===== config.mk =====
export PLATFORM = sky130hd
export DESIGN_NAME = aux_timer
export DESIGN_NICKNAME = d
export VERILOG_FILES = /design/src/design/aux_timer_pkg.sv /design/src/design/edge_sync.sv /design/src/design/aux_timer.sv
export VERILOG_INCLUDE_DIRS = /design/src /design/src/design
export SDC_FILE = /design/constraint.sdc
export NUM_CORES = 1
export LEC_CHECK = 0
export ABC_CLOCK_PERIOD_IN_PS = 4500
export BUFFER_PORTS_ARGS = -buffer_cell sky130_fd_sc_hd__buf_2
export CAP_MARGIN = 20
export CORE_MARGIN = 2
export CORE_UTILIZATION = 54
export CTS_BUF_LIST = sky130_fd_sc_hd__clkbuf_4 sky130_fd_sc_hd__clkbuf_8 sky130_fd_sc_hd__clkbuf_16
export DETAILED_ROUTE_END_ITERATION = 8
export PLACE_DENSITY = 0.74
export SETUP_SLACK_MARGIN = 0.02
export SLEW_MARGIN = 25
export SYNTH_ARGS = -nofsm -noshare
export SYNTH_HDL_FRONTEND = slang
export SYNTH_SLANG_ARGS = --single-unit

===== constraint.sdc =====
create_clock -name clock_i -period 4.5 [get_ports clock_i]
set_clock_uncertainty 0.15 [all_clocks]
set_input_delay 0.225 -clock clock_i [delete_from_list [all_inputs] [get_ports clock_i]]
set_output_delay 0.225 -clock clock_i [all_outputs]
set_load 0.05 [all_outputs]

===== src/design/aux_timer_cfg.svh =====
// Register offsets, field positions, reset values and timing counts
// Assumes inclusion by bare name from the timer module, the checker and the bench
`ifndef AUX_TIMER_CFG_SVH
`define AUX_TIMER_CFG_SVH

// ==========================================================
// Register offsets (byte index on the plain register port)
`define ADDR_CONTROL 4'h0
`define ADDR_MODE 4'h1
`define ADDR_RELOAD_LOW 4'h2
`define ADDR_RELOAD_HIGH 4'h3
`define ADDR_COUNT_LOW 4'h4
`define ADDR_COUNT_HIGH 4'h5
`define ADDR_IRQ_ENABLE 4'h6

// ==========================================================
// Control register fields
`define CTL_OVERFLOW 7
`define CTL_EXT_FLAG 6
`define CTL_RX_CLK 5
`define CTL_TX_CLK 4
`define CTL_EXT_EN 3
`define CTL_RUN 2
`define CTL_CT_SEL 1
`define CTL_CAPTURE 0

// Mode register and interrupt enable fields
`define MODE_CLK_OUT_EN 1
`define MODE_DOWN_EN 0
`define IE_GLOBAL 7
`define IE_AUX_TIMER 5

// ==========================================================
// Reset values
`define RESET_BYTE 8'h00
`define RESET_WORD 16'h0000
`define ALL_ONES_WORD 16'hFFFF

// ==========================================================
// Prescale: state time is 2 oscillator clocks, machine cycle 12
`define STATE_DIV 4'h2
`define MACHINE_DIV 4'hC

`endif


===== src/design/aux_timer_pkg.sv =====
// Types shared by the auxiliary timer design
// Assumes the constants header sits beside it in design/
package aux_timer_pkg;

   // ==========================================================
   // Register port request
   typedef struct packed
   {
      logic [3:0] addr;
      logic [7:0] wdata;
      logic write;
      logic read;
   } reg_req_type;

   // ==========================================================
   // Counting mode of the timer
   typedef enum logic [1:0]
   {
      MODE_IDLE,
      MODE_TIMER,
      MODE_BAUD,
      MODE_CLKOUT
   } count_mode_type;

endpackage : aux_timer_pkg


===== src/design/edge_sync.sv =====
// Two-stage synchroniser with falling-edge detect for a pin input
// Assumes the pin is asynchronous to clock_i
`timescale 1ns/1ns
module edge_sync
(
   // Clock, reset, enable
   input wire logic clock_i,
   input wire logic rst_i,
   input wire logic enable_i,
   // Pin and results
   input wire logic pin_i,
   output logic level_o,
   output logic fall_o
);

   logic meta_reg;
   logic sync_reg;
   logic last_reg;

   // ==========================================================
   // Sync chain; first stage feeds only the second
   always_ff @(posedge clock_i)
   begin
      if (rst_i)
      begin
         meta_reg <= 1'b1;
         sync_reg <= 1'b1;
         last_reg <= 1'b1;
      end
      else if (enable_i)
      begin
         meta_reg <= pin_i;
         sync_reg <= meta_reg;
         last_reg <= sync_reg;
      end
   end

   // Edge is one cycle wide after the second stage
   assign level_o = sync_reg;
   assign fall_o = last_reg & ~sync_reg;

endmodule : edge_sync


===== src/design/aux_timer.sv =====
// Auxiliary 16-bit timer: baud generator, clock-out and interrupt request
// Assumes a byte register port and an oscillator-rate clock_i
//
// The strobed register port and the register offsets are this design's own decisions.
`timescale 1ns/1ns
`include "aux_timer_cfg.svh"
module aux_timer
(
   // Clock, reset, enable
   input wire logic clock_i,
   input wire logic rst_i,
   input wire logic enable_i,
   // Register port
   input wire aux_timer_pkg::reg_req_type req_i,
   output logic [7:0] rdata_o,
   // Pins
   input wire logic count_pin_i,
   input wire logic external_trigger_pin_i,
   output logic clock_out_pin_o,
   output logic clock_out_pin_oe_n_o,
   // Serial port baud ticks and timer 1 overflow
   input wire logic timer1_tick_i,
   output logic tx_baud_tick_o,
   output logic rx_baud_tick_o,
   // Interrupt request
   output logic irq_o
);
   import aux_timer_pkg::*;

   logic [7:0] aux_timer_control_reg;
   logic [7:0] aux_timer_mode_reg;
   logic [7:0] interrupt_enable_reg;
   logic [15:0] reload_reg;
   logic [15:0] count_reg;
   logic [3:0] prescale_reg;
   logic clock_out_pin_reg;
   logic [7:0] rdata_reg;
   logic tx_tick_reg;
   logic rx_tick_reg;
   logic irq_reg;
   logic count_fall;
   logic trigger_fall;
   logic tx_clock_select;
   logic rx_clock_select;
   logic counter_timer_select;
   logic run_control_bit;
   logic external_edge_enable;
   logic clock_out_enable;
   logic baud_mode;
   logic clkout_mode;
   logic [3:0] div_sel;
   logic prescale_tick;
   logic count_step;
   logic overflow;
   logic set_overflow;
   logic set_edge;
   logic wr_ctl;
   logic [15:0] count_next;
   count_mode_type mode_now;

   // ==========================================================
   // Pin synchronisers
   edge_sync count_sync
   (
      .clock_i (clock_i),
      .rst_i (rst_i),
      .enable_i (enable_i),
      .pin_i (count_pin_i),
      .level_o (),
      .fall_o (count_fall)
   );

   edge_sync trigger_sync
   (
      .clock_i (clock_i),
      .rst_i (rst_i),
      .enable_i (enable_i),
      .pin_i (external_trigger_pin_i),
      .level_o (),
      .fall_o (trigger_fall)
   );

   // ==========================================================
   // Control field decode
   assign tx_clock_select = aux_timer_control_reg[`CTL_TX_CLK];
   assign rx_clock_select = aux_timer_control_reg[`CTL_RX_CLK];
   assign counter_timer_select = aux_timer_control_reg[`CTL_CT_SEL];
   assign run_control_bit = aux_timer_control_reg[`CTL_RUN];
   assign external_edge_enable = aux_timer_control_reg[`CTL_EXT_EN];
   assign clock_out_enable = aux_timer_mode_reg[`MODE_CLK_OUT_EN];
   assign baud_mode = tx_clock_select | rx_clock_select;
   assign clkout_mode = ~counter_timer_select & clock_out_enable;

   // Mode summary; both special modes share the fast count rate
   always_comb
   begin
      if (baud_mode)
         mode_now = MODE_BAUD;
      else if (clkout_mode)
         mode_now = MODE_CLKOUT;
      else if (run_control_bit)
         mode_now = MODE_TIMER;
      else
         mode_now = MODE_IDLE;
   end

   // Rate select: state time for baud or clock-out, else machine cycle
   assign div_sel = (mode_now == MODE_BAUD || mode_now == MODE_CLKOUT)
      ? `STATE_DIV : `MACHINE_DIV;
   assign prescale_tick = (prescale_reg == div_sel - 4'h1);

   // External count clocks ignore the prescaler
   always_comb
   begin
      if (counter_timer_select)
         count_step = run_control_bit & count_fall;
      else
         count_step = run_control_bit & prescale_tick;
   end

   assign overflow = count_step && (count_reg == `ALL_ONES_WORD);
   assign wr_ctl = req_i.write && req_i.addr == `ADDR_CONTROL;
   // Overflow flags only outside baud and clock-out modes
   assign set_overflow = overflow && !baud_mode && !clkout_mode;
   assign set_edge = external_edge_enable && trigger_fall;

   // ==========================================================
   // Prescaler; clears when stopped, on its tick, or when past a new smaller divide
   always_ff @(posedge clock_i)
   begin
      if (rst_i)
         prescale_reg <= 4'h0;
      else if (enable_i)
      begin
         if (!run_control_bit || prescale_tick || prescale_reg >= div_sel)
            prescale_reg <= 4'h0;
         else
            prescale_reg <= prescale_reg + 4'h1;
      end
   end

   // Next count: reload on overflow in every mode, else step by one
   always_comb
   begin
      count_next = count_reg;
      if (overflow)
         count_next = reload_reg;
      else if (count_step)
         count_next = count_reg + 16'h0001;
   end

   // ==========================================================
   // Counter and software writes; a written byte wins over a hardware step
   // and the other byte takes the stepped value
   always_ff @(posedge clock_i)
   begin
      if (rst_i)
         count_reg <= `RESET_WORD;
      else if (enable_i)
      begin
         if (req_i.write && req_i.addr == `ADDR_COUNT_LOW)
            count_reg <= {count_next[15:8], req_i.wdata};
         else if (req_i.write && req_i.addr == `ADDR_COUNT_HIGH)
            count_reg <= {req_i.wdata, count_next[7:0]};
         else
            count_reg <= count_next;
      end
   end

   // Reload pair, written by software only
   always_ff @(posedge clock_i)
   begin
      if (rst_i)
         reload_reg <= `RESET_WORD;
      else if (enable_i && req_i.write)
      begin
         if (req_i.addr == `ADDR_RELOAD_LOW)
            reload_reg[7:0] <= req_i.wdata;
         else if (req_i.addr == `ADDR_RELOAD_HIGH)
            reload_reg[15:8] <= req_i.wdata;
      end
   end

   // ==========================================================
   // Control register; hardware set wins over a software clear
   always_ff @(posedge clock_i)
   begin
      if (rst_i)
         aux_timer_control_reg <= `RESET_BYTE;
      else if (enable_i)
      begin
         if (wr_ctl)
            aux_timer_control_reg <= req_i.wdata;
         if (set_overflow)
            aux_timer_control_reg[`CTL_OVERFLOW] <= 1'b1;
         if (set_edge)
            aux_timer_control_reg[`CTL_EXT_FLAG] <= 1'b1;
      end
   end

   // Mode and interrupt enable registers
   always_ff @(posedge clock_i)
   begin
      if (rst_i)
      begin
         aux_timer_mode_reg <= `RESET_BYTE;
         interrupt_enable_reg <= `RESET_BYTE;
      end
      else if (enable_i && req_i.write)
      begin
         if (req_i.addr == `ADDR_MODE)
            aux_timer_mode_reg <= req_i.wdata & 8'h03;
         if (req_i.addr == `ADDR_IRQ_ENABLE)
            interrupt_enable_reg <= req_i.wdata & 8'hBF; // Bit 6 reserved
      end
   end

   // ==========================================================
   // Clock-out pin: toggles per overflow, so period is 2 overflows
   always_ff @(posedge clock_i)
   begin
      if (rst_i)
      begin
         clock_out_pin_reg <= 1'b1;
         clock_out_pin_oe_n_o <= 1'b1;
      end
      else if (enable_i)
      begin
         clock_out_pin_oe_n_o <= ~clkout_mode;
         if (clkout_mode && overflow)
            clock_out_pin_reg <= ~clock_out_pin_reg;
      end
   end
   assign clock_out_pin_o = clock_out_pin_reg;

   // Baud ticks: serial port divides by 16 more for modes 1 and 3
   always_ff @(posedge clock_i)
   begin
      if (rst_i)
      begin
         tx_tick_reg <= 1'b0;
         rx_tick_reg <= 1'b0;
      end
      else if (enable_i)
      begin
         tx_tick_reg <= tx_clock_select ? overflow : timer1_tick_i;
         rx_tick_reg <= rx_clock_select ? overflow : timer1_tick_i;
      end
   end
   assign tx_baud_tick_o = tx_tick_reg;
   assign rx_baud_tick_o = rx_tick_reg;

   // ==========================================================
   // Interrupt request from the flag state, gated by both enables
   always_ff @(posedge clock_i)
   begin
      if (rst_i)
         irq_reg <= 1'b0;
      else if (enable_i)
         irq_reg <= (aux_timer_control_reg[`CTL_OVERFLOW]
            | aux_timer_control_reg[`CTL_EXT_FLAG])
            & interrupt_enable_reg[`IE_AUX_TIMER]
            & interrupt_enable_reg[`IE_GLOBAL];
   end
   assign irq_o = irq_reg;

   // ==========================================================
   // Read data, one cycle after the read strobe, zero otherwise
   always_ff @(posedge clock_i)
   begin
      if (rst_i)
         rdata_reg <= `RESET_BYTE;
      else if (enable_i)
      begin
         rdata_reg <= `RESET_BYTE;
         if (req_i.read)
         begin
            unique case (req_i.addr)
               `ADDR_CONTROL: rdata_reg <= aux_timer_control_reg;
               `ADDR_MODE: rdata_reg <= aux_timer_mode_reg;
               `ADDR_RELOAD_LOW: rdata_reg <= reload_reg[7:0];
               `ADDR_RELOAD_HIGH: rdata_reg <= reload_reg[15:8];
               `ADDR_COUNT_LOW: rdata_reg <= count_reg[7:0];
               `ADDR_COUNT_HIGH: rdata_reg <= count_reg[15:8];
               `ADDR_IRQ_ENABLE: rdata_reg <= interrupt_enable_reg;
               default: rdata_reg <= `RESET_BYTE;
            endcase
         end
      end
   end
   assign rdata_o = rdata_reg;

endmodule : aux_timer


Yosys cells after proc, flatten, opt, wreduce, memory -nomap -nowiden
Cells that the tools add are included.

Bits in registers: 72. Bits in writable memories: 0. Logic and storage cells: 93. Memories kept: 0. Input bits: 20. Output and inout bits: 13. Bits in latches: 0. ROM bits: 0.

Multiplexer cells: 17. Equality and inequality tests: 10. Add/subtract/negate cells: 3. Shift operators: 0. Reduce and logical (&&, ||, !) cells: 26. Div/mod/pow operators: 0. $lt $le $gt $ge: 1. Bitwise operators: 15. Multipliers: 0.

Operators by type and width (number): $mux W16 (4); $pmux W8 S7 (1); $add A16 B1 Y16 const B (1); $eq A16 B16 Y1 const B (1); $mux W8 (2); $reduce_and A2 Y1 (7); $eq A4 B3 Y1 const B (3); $logic_and A1 B1 Y1 (9); $eq A4 B2 Y1 const B (2); $mux W4 (2); $and A1 B1 Y1 (7); $mux W1 (6); $not A1 Y1 (6); $add A4 B1 Y4 const B (1); $eq A2 B2 Y1 const B (2); $eq A4 B1 Y1 const B (1); $eq A4 B4 Y1 (1); $ge A4 B4 Y1 (1); $logic_not A4 Y1 (1); $mux W2 (2); $reduce_bool A2 Y1 (2); $sub A4 B1 Y4 const B (1); $logic_not A1 Y1 (3); $logic_or A1 B1 Y1 (3); other kinds (2) (3).

Logic depth before layout (Yosys ltp)
Depth in word-level cells: 16. Gate-level depth with buffers: 10. Mapped depth without buffers: 9.

Modules after synthesis
A second synthesis with hierarchy kept.

Cell total of the unflattened synthesis: 445. Area total of the unflattened synthesis: 3836.2 µm².

Modules (own cells, without submodules): aux_timer (instances 1, area an instance 3613.5 µm², cells each 425, sequential area each 1321.3 µm²); edge_sync (instances 2, area an instance 111.4 µm², cells each 10, sequential area each 60.1 µm²).

Worst setup path after synthesis
Ideal clock, no wire load.

Path kind: register -> register. Start point: register aux_timer_control_reg[1]. End point: register count_reg[15]. Stages on the path, launching flop included: 11. Buffers on the path: 1. Setup time: 0.086 ns. Required time: 4.264 ns. Period minus slack after synthesis: 2.484 ns. Path slack: 2.016 ns. Arrival: 2.248 ns. Path through: dfxtp_1 nor2b_1 nor3_1 inv_1 ha_1 nor3b_4 o2bb2ai_2 buf_6 and2b_2 or3b_1 a211oi_1.

Longest elaborated chain between the ends: 15. Elaborated cells on any way between the ends: 17. Those cells by class: 1 x add/sub; 3 x eq/ne; 8 x mux; 3 x bitwise; 2 x reduce/logical.

RTL lines: start: declaration (line aux_timer.sv:30) `logic [7:0] aux_timer_control_reg;`; start signal: assignment (line aux_timer.sv:189) `` aux_timer_control_reg <= `RESET_BYTE; ``; start signal: assignment (line aux_timer.sv:193) `aux_timer_control_reg <= req_i.wdata;`; $not A1 Y1 (line aux_timer.sv:92) `assign clkout_mode = ~counter_timer_select & clock_out_enable;`; $and A1 B1 Y1 (line aux_timer.sv:92); $mux W2 (line aux_timer.sv:99) `else if (clkout_mode)`; $mux W2 (line aux_timer.sv:97) `if (baud_mode)`; $eq A2 B2 Y1 (line aux_timer.sv:108) `assign div_sel = (mode_now == MODE_BAUD || mode_now == MODE_CLKOUT)`; $logic_or A1 B1 Y1 (line aux_timer.sv:108); $mux W4 (no line); $sub A4 B1 Y4 (line aux_timer.sv:110) `assign prescale_tick = (prescale_reg == div_sel - 4'h1);`; $eq A4 B4 Y1 (line aux_timer.sv:110); $and A1 B1 Y1 (line aux_timer.sv:118) `count_step = run_control_bit & prescale_tick;`; $mux W1 (*) (line aux_timer.sv:115) `if (counter_timer_select)`; $mux W16 or $logic_and A1 B1 Y1 (tied branches) (line aux_timer.sv:148, aux_timer.sv:121); $mux W16 (*) (line aux_timer.sv:146) `if (overflow)`; $mux W16 (line aux_timer.sv:163) `` else if (req_i.write && req_i.addr == `ADDR_COUNT_HIGH) ``; $mux W16 (*) (line aux_timer.sv:161) `` if (req_i.write && req_i.addr == `ADDR_COUNT_LOW) ``; end signal: assignment (line aux_timer.sv:162) `count_reg <= {count_next[15:8], req_i.wdata};`; end signal: assignment (line aux_timer.sv:164) `count_reg <= {req_i.wdata, count_next[7:0]};`; end signal: assignment (line aux_timer.sv:166) `count_reg <= count_next;`; end: declaration (line aux_timer.sv:34) `logic [15:0] count_reg;`.

Mark *: on every way between the ends. The rest lies on a longest branch, timed or not. A chain may end at the register's enable or synchronous reset.

Worst setup path in the final report
Start point: register aux_timer_control_reg[1]. End point: register count_reg[4].

Longest elaborated chain between the ends: 15. Elaborated cells on any way between the ends: 17. Those cells by class: 1 x add/sub; 3 x eq/ne; 8 x mux; 3 x bitwise; 2 x reduce/logical.

RTL lines (line): $not A1 Y1 (aux_timer.sv:92); $and A1 B1 Y1 (aux_timer.sv:92); $mux W2 (aux_timer.sv:99); $mux W2 (aux_timer.sv:97); $eq A2 B2 Y1 (aux_timer.sv:108); $logic_or A1 B1 Y1 (aux_timer.sv:108); $mux W4 (no line); $sub A4 B1 Y4 (aux_timer.sv:110); $eq A4 B4 Y1 (aux_timer.sv:110); $and A1 B1 Y1 (aux_timer.sv:118); $mux W1 (*) (aux_timer.sv:115); $mux W16 or $logic_and A1 B1 Y1 (tied branches) (aux_timer.sv:148, aux_timer.sv:121); $mux W16 (*) (aux_timer.sv:146); $mux W16 (*) (aux_timer.sv:163); $mux W16 (*) (aux_timer.sv:161).

Marked as above.

==> flow_metrics.env <==
export IMPL_status="finished, final reports clean"
export IMPL_synth_main_ff_cell="dfxtp_1"
export IMPL_first_global_vias=3461
export IMPL_cts_buffers=9
export IMPL_max_freq_mhz=325
export IMPL_worst_pin_slew_ns=0.906
export IMPL_synthCells=465
export IMPL_irDropWorstVdd_uv=217
export IMPL_yosys_cell_types_count=69
export IMPL_grt_overflow_total=0
export IMPL_dp_hpwl_mm=8.13
export IMPL_min_from="req_i[4]"
export IMPL_placed_area_um2=4250
export IMPL_drtAntennaViolNets=0
export IMPL_cts_tree="done"
export IMPL_fin_crit_ns=3.08
export IMPL_power_switching_mw=0.343
export IMPL_cts_clk_slew_worst_paths_ns=0.08
export IMPL_fin_area_um2=4490
export IMPL_power_mw=1.30
export IMPL_cp_data_arrival_time_ns=3.18
export IMPL_syn_area_per_cell_um2=8.92
export IMPL_ys_ff_latch=72
export IMPL_place_port_buffers=32
export IMPL_tns_ns=0
export IMPL_initialDrtViolationCount=361
export IMPL_nets=503
export IMPL_grt_max_degree=41
export IMPL_required_ns=4.61
export IMPL_via_count=3728
export IMPL_routedWlPerCell_um=19.4
export IMPL_wl_mm=11.3
export IMPL_max_cap_viol_count=0
export IMPL_min_period_over_period=0.684
export IMPL_finalHoldViolations=0
export IMPL_syn_area_um2=4150
export IMPL_clkLatencyLatePin_ns=0.36
export IMPL_cts_setup_buffers=0
export IMPL_critPathCaptureType="flip-flop"
export IMPL_power_per_cell_area_nw_per_um2=289
export IMPL_synth_edf_count=0
export IMPL_power_frac_comb=0.086
export IMPL_power_internal_mw=0.955
export IMPL_grt_first_pass_wirelength_mm=18.4
export IMPL_slew_viol_final=0
export IMPL_hold_class="in2reg"
export IMPL_critPathLaunchType="flip-flop"
export IMPL_drcViolationCount=0
export IMPL_setup_viol=0
export IMPL_core_area_um2=7330
export IMPL_cts_root_buffer="clkbuf_8"
export IMPL_grt_total_usage=0.282
export IMPL_layout_drive_gt1_share=0.176
export IMPL_htree_levels=3
export IMPL_die_w_um=91.6
export IMPL_clock_sinks=72
export IMPL_antenna_cells=0
export IMPL_clk_path_buf_depth=2
export IMPL_dieArea_um2=8400
export IMPL_leakagePower_nw=1.73
export IMPL_rsz0062_at_grt="false"
export IMPL_relSlewSlack=0.392
export IMPL_die_h_um=91.6
export IMPL_worstSetupPathType="reg2reg"
export IMPL_crit_start="aux_timer_control_reg[1]$_SDFFE_PP0P_"
export IMPL_preCtsSetupSlack_ns=1.44
export IMPL_clock_power_share=0.409
export IMPL_yosys_warnings=0
export IMPL_finalWeightedCongestion=0.922
export IMPL_p_sw_frac=0.264
export IMPL_grt_antenna_before_repair=0
export IMPL_layout_setup_ws_ns=1.42
export IMPL_start_util=0.566
export IMPL_dr_pass1_iters=7
export IMPL_async_flop_share=0
export IMPL_area_growth_syn_to_layout_pct=8.17
export IMPL_crit_reg2reg_launch="aux_timer_control_reg[1]$_SDFFE_PP0P_"
export IMPL_num_rows=31
export IMPL_yosysSeqAreaShare=0.348
export IMPL_crit_fanout=12
export IMPL_synth_nets=490
export IMPL_p_seq_frac=0.506
export IMPL_io_pins=33
export IMPL_via_per_inst=6.41
## synth_stat cells, types with 9 or more instances
library cell / number / area [um^2]
nor2_1: 64 / 240
nand4_1: 12 / 75.1
inv_1: 11 / 41.3
nand2_1: 17 / 63.8
nand3_1: 9 / 45.0
buf_2: 10 / 50.1
dfxtp_1: 72 / 1440
a22oi_1: 11 / 82.6
nand2b_1: 10 / 62.6
mux2i_1: 33 / 330
nor2b_1: 17 / 106
a21oi_1: 28 / 140
clkbuf_1: 14 / 52.6
## through the flow
step	instances	util	hold WS [ns]
2_1_floorplan	465	-	0.197
3_3_place_gp	563	0.580	0.282
3_5_place_dp	563	0.580	0.287
4_1_cts	582	0.612	0.0296
5_1_grt	582	0.612	0.0580
6_report	582	0.612	0.0469
## metal layers
| metal | share of wire | global-route usage | vias to the layer above |
|---|---|---|---|
| met3 | 0.078 | 0.0666 | 28 |
| li1 | - | - | 1737 |
| met2 | 0.46 | 0.448 | 160 |
| met4 | 0.024 | 0.0960 | 0 |
| met5 | 0 | 0 | - |
| met1 | 0.43 | 0.375 | 1803 |
## path summary, 6_finish.rpt
kind / end / slack [ns] / depth (start not counted)
setup / recovery: count_reg[4]$_SDFFE_PP0P_ / 1.42 / 9
hold / removal: reload_reg[10]$_SDFFE_PP0P_ / 0.05 / 3
setup reg to reg: count_reg[4]$_SDFFE_PP0P_ / 1.42 / 9
hold reg to reg: trigger_sync.level_o$_SDFFE_PP1P_ / 0.32 / 1
## layout by cell type, fill, tap and decap left out, types with 4 or more instances in the layout
| master | netlist | layout |
|---|---|---|
| dfxtp_1 | 72 | 72 |
| nor2_1 | 64 | 64 |
| mux2i_1 | 33 | 33 |
| buf_2 | 10 | 32 |
| a21oi_1 | 28 | 28 |
| nor2b_1 | 17 | 17 |
| nand2_1 | 17 | 17 |
| nand4_1 | 12 | 12 |
| inv_1 | 11 | 11 |
| a22oi_1 | 11 | 11 |
| nand2b_1 | 10 | 10 |
| clkbuf_8 | 0 | 10 |
| nand3_1 | 9 | 9 |
| nand3b_1 | 7 | 7 |
| a211oi_1 | 7 | 7 |
| a31oi_1 | 7 | 7 |
| a211o_1 | 7 | 7 |
| o21ai_0 | 6 | 6 |
| xnor2_1 | 6 | 6 |
| nand4b_1 | 6 | 6 |
| o221ai_1 | 6 | 6 |
| mux2_2 | 6 | 6 |
| nor3_1 | 5 | 5 |
| and3_1 | 5 | 5 |
| a221oi_2 | 5 | 5 |
| o41ai_2 | 5 | 5 |
| a221oi_1 | 5 | 5 |
| ha_1 | 5 | 5 |
| xor2_1 | 4 | 4 |
| o31ai_1 | 4 | 4 |
## power by group through the flow
stage / Clock, mW / Sequential [mW] / Combinational [mW]
after CTS: 0.538 / 0.657 / 0.109
after global routing: 0.565 / 0.658 / 0.120
after floorplan: 0 / 0.673 / 0.0722
after detailed placement: 0 / 0.672 / 0.106
after global placement: 0 / 0.671 / 0.105
final: 0.530 / 0.657 / 0.111
## cell type report
type	instances	area (um^2)
Fill cell	635	2840
Sequential cell	72	1440
Clock inverter	6	66.3
Clock buffer	10	138
Inverter	11	41.3
Tap cell	99	124
Timing Repair Buffer	38	213
Multi-Input combinational cell	346	2460
## what timing repair did
item	CTS	global route
hold buffers	3	0
setup endpoints to repair	0	0
gates resized for setup	0	0
hold endpoints to repair	4	0
## worst max-delay path, cell delays in order, from the launching register on
cell       delay [ns]
dfxtp_1          0.43
nor2b_1          0.12
nor3_1           0.22
inv_1            0.13
ha_1             0.34
nor3b_4          0.25
o2bb2ai_2        0.30
and3_1           0.58
a221oi_2         0.15
o41ai_2          0.31
## cells by family (layout without fill, tap and decap cells)
group	count (synthesis)	count (layout)	synth area share
adders and majority gates	5	5	0.0151
and+or+nand+nor	178	178	0.243
DFF	72	72	0.348
muxes	40	40	0.101
AOI/OAI and AO/OA	113	113	0.214
buffers and inverters	47	65	0.0585
xor gates and xnor gates	10	10	0.0211
Note: power is estimated with default switching activity, not from simulation.
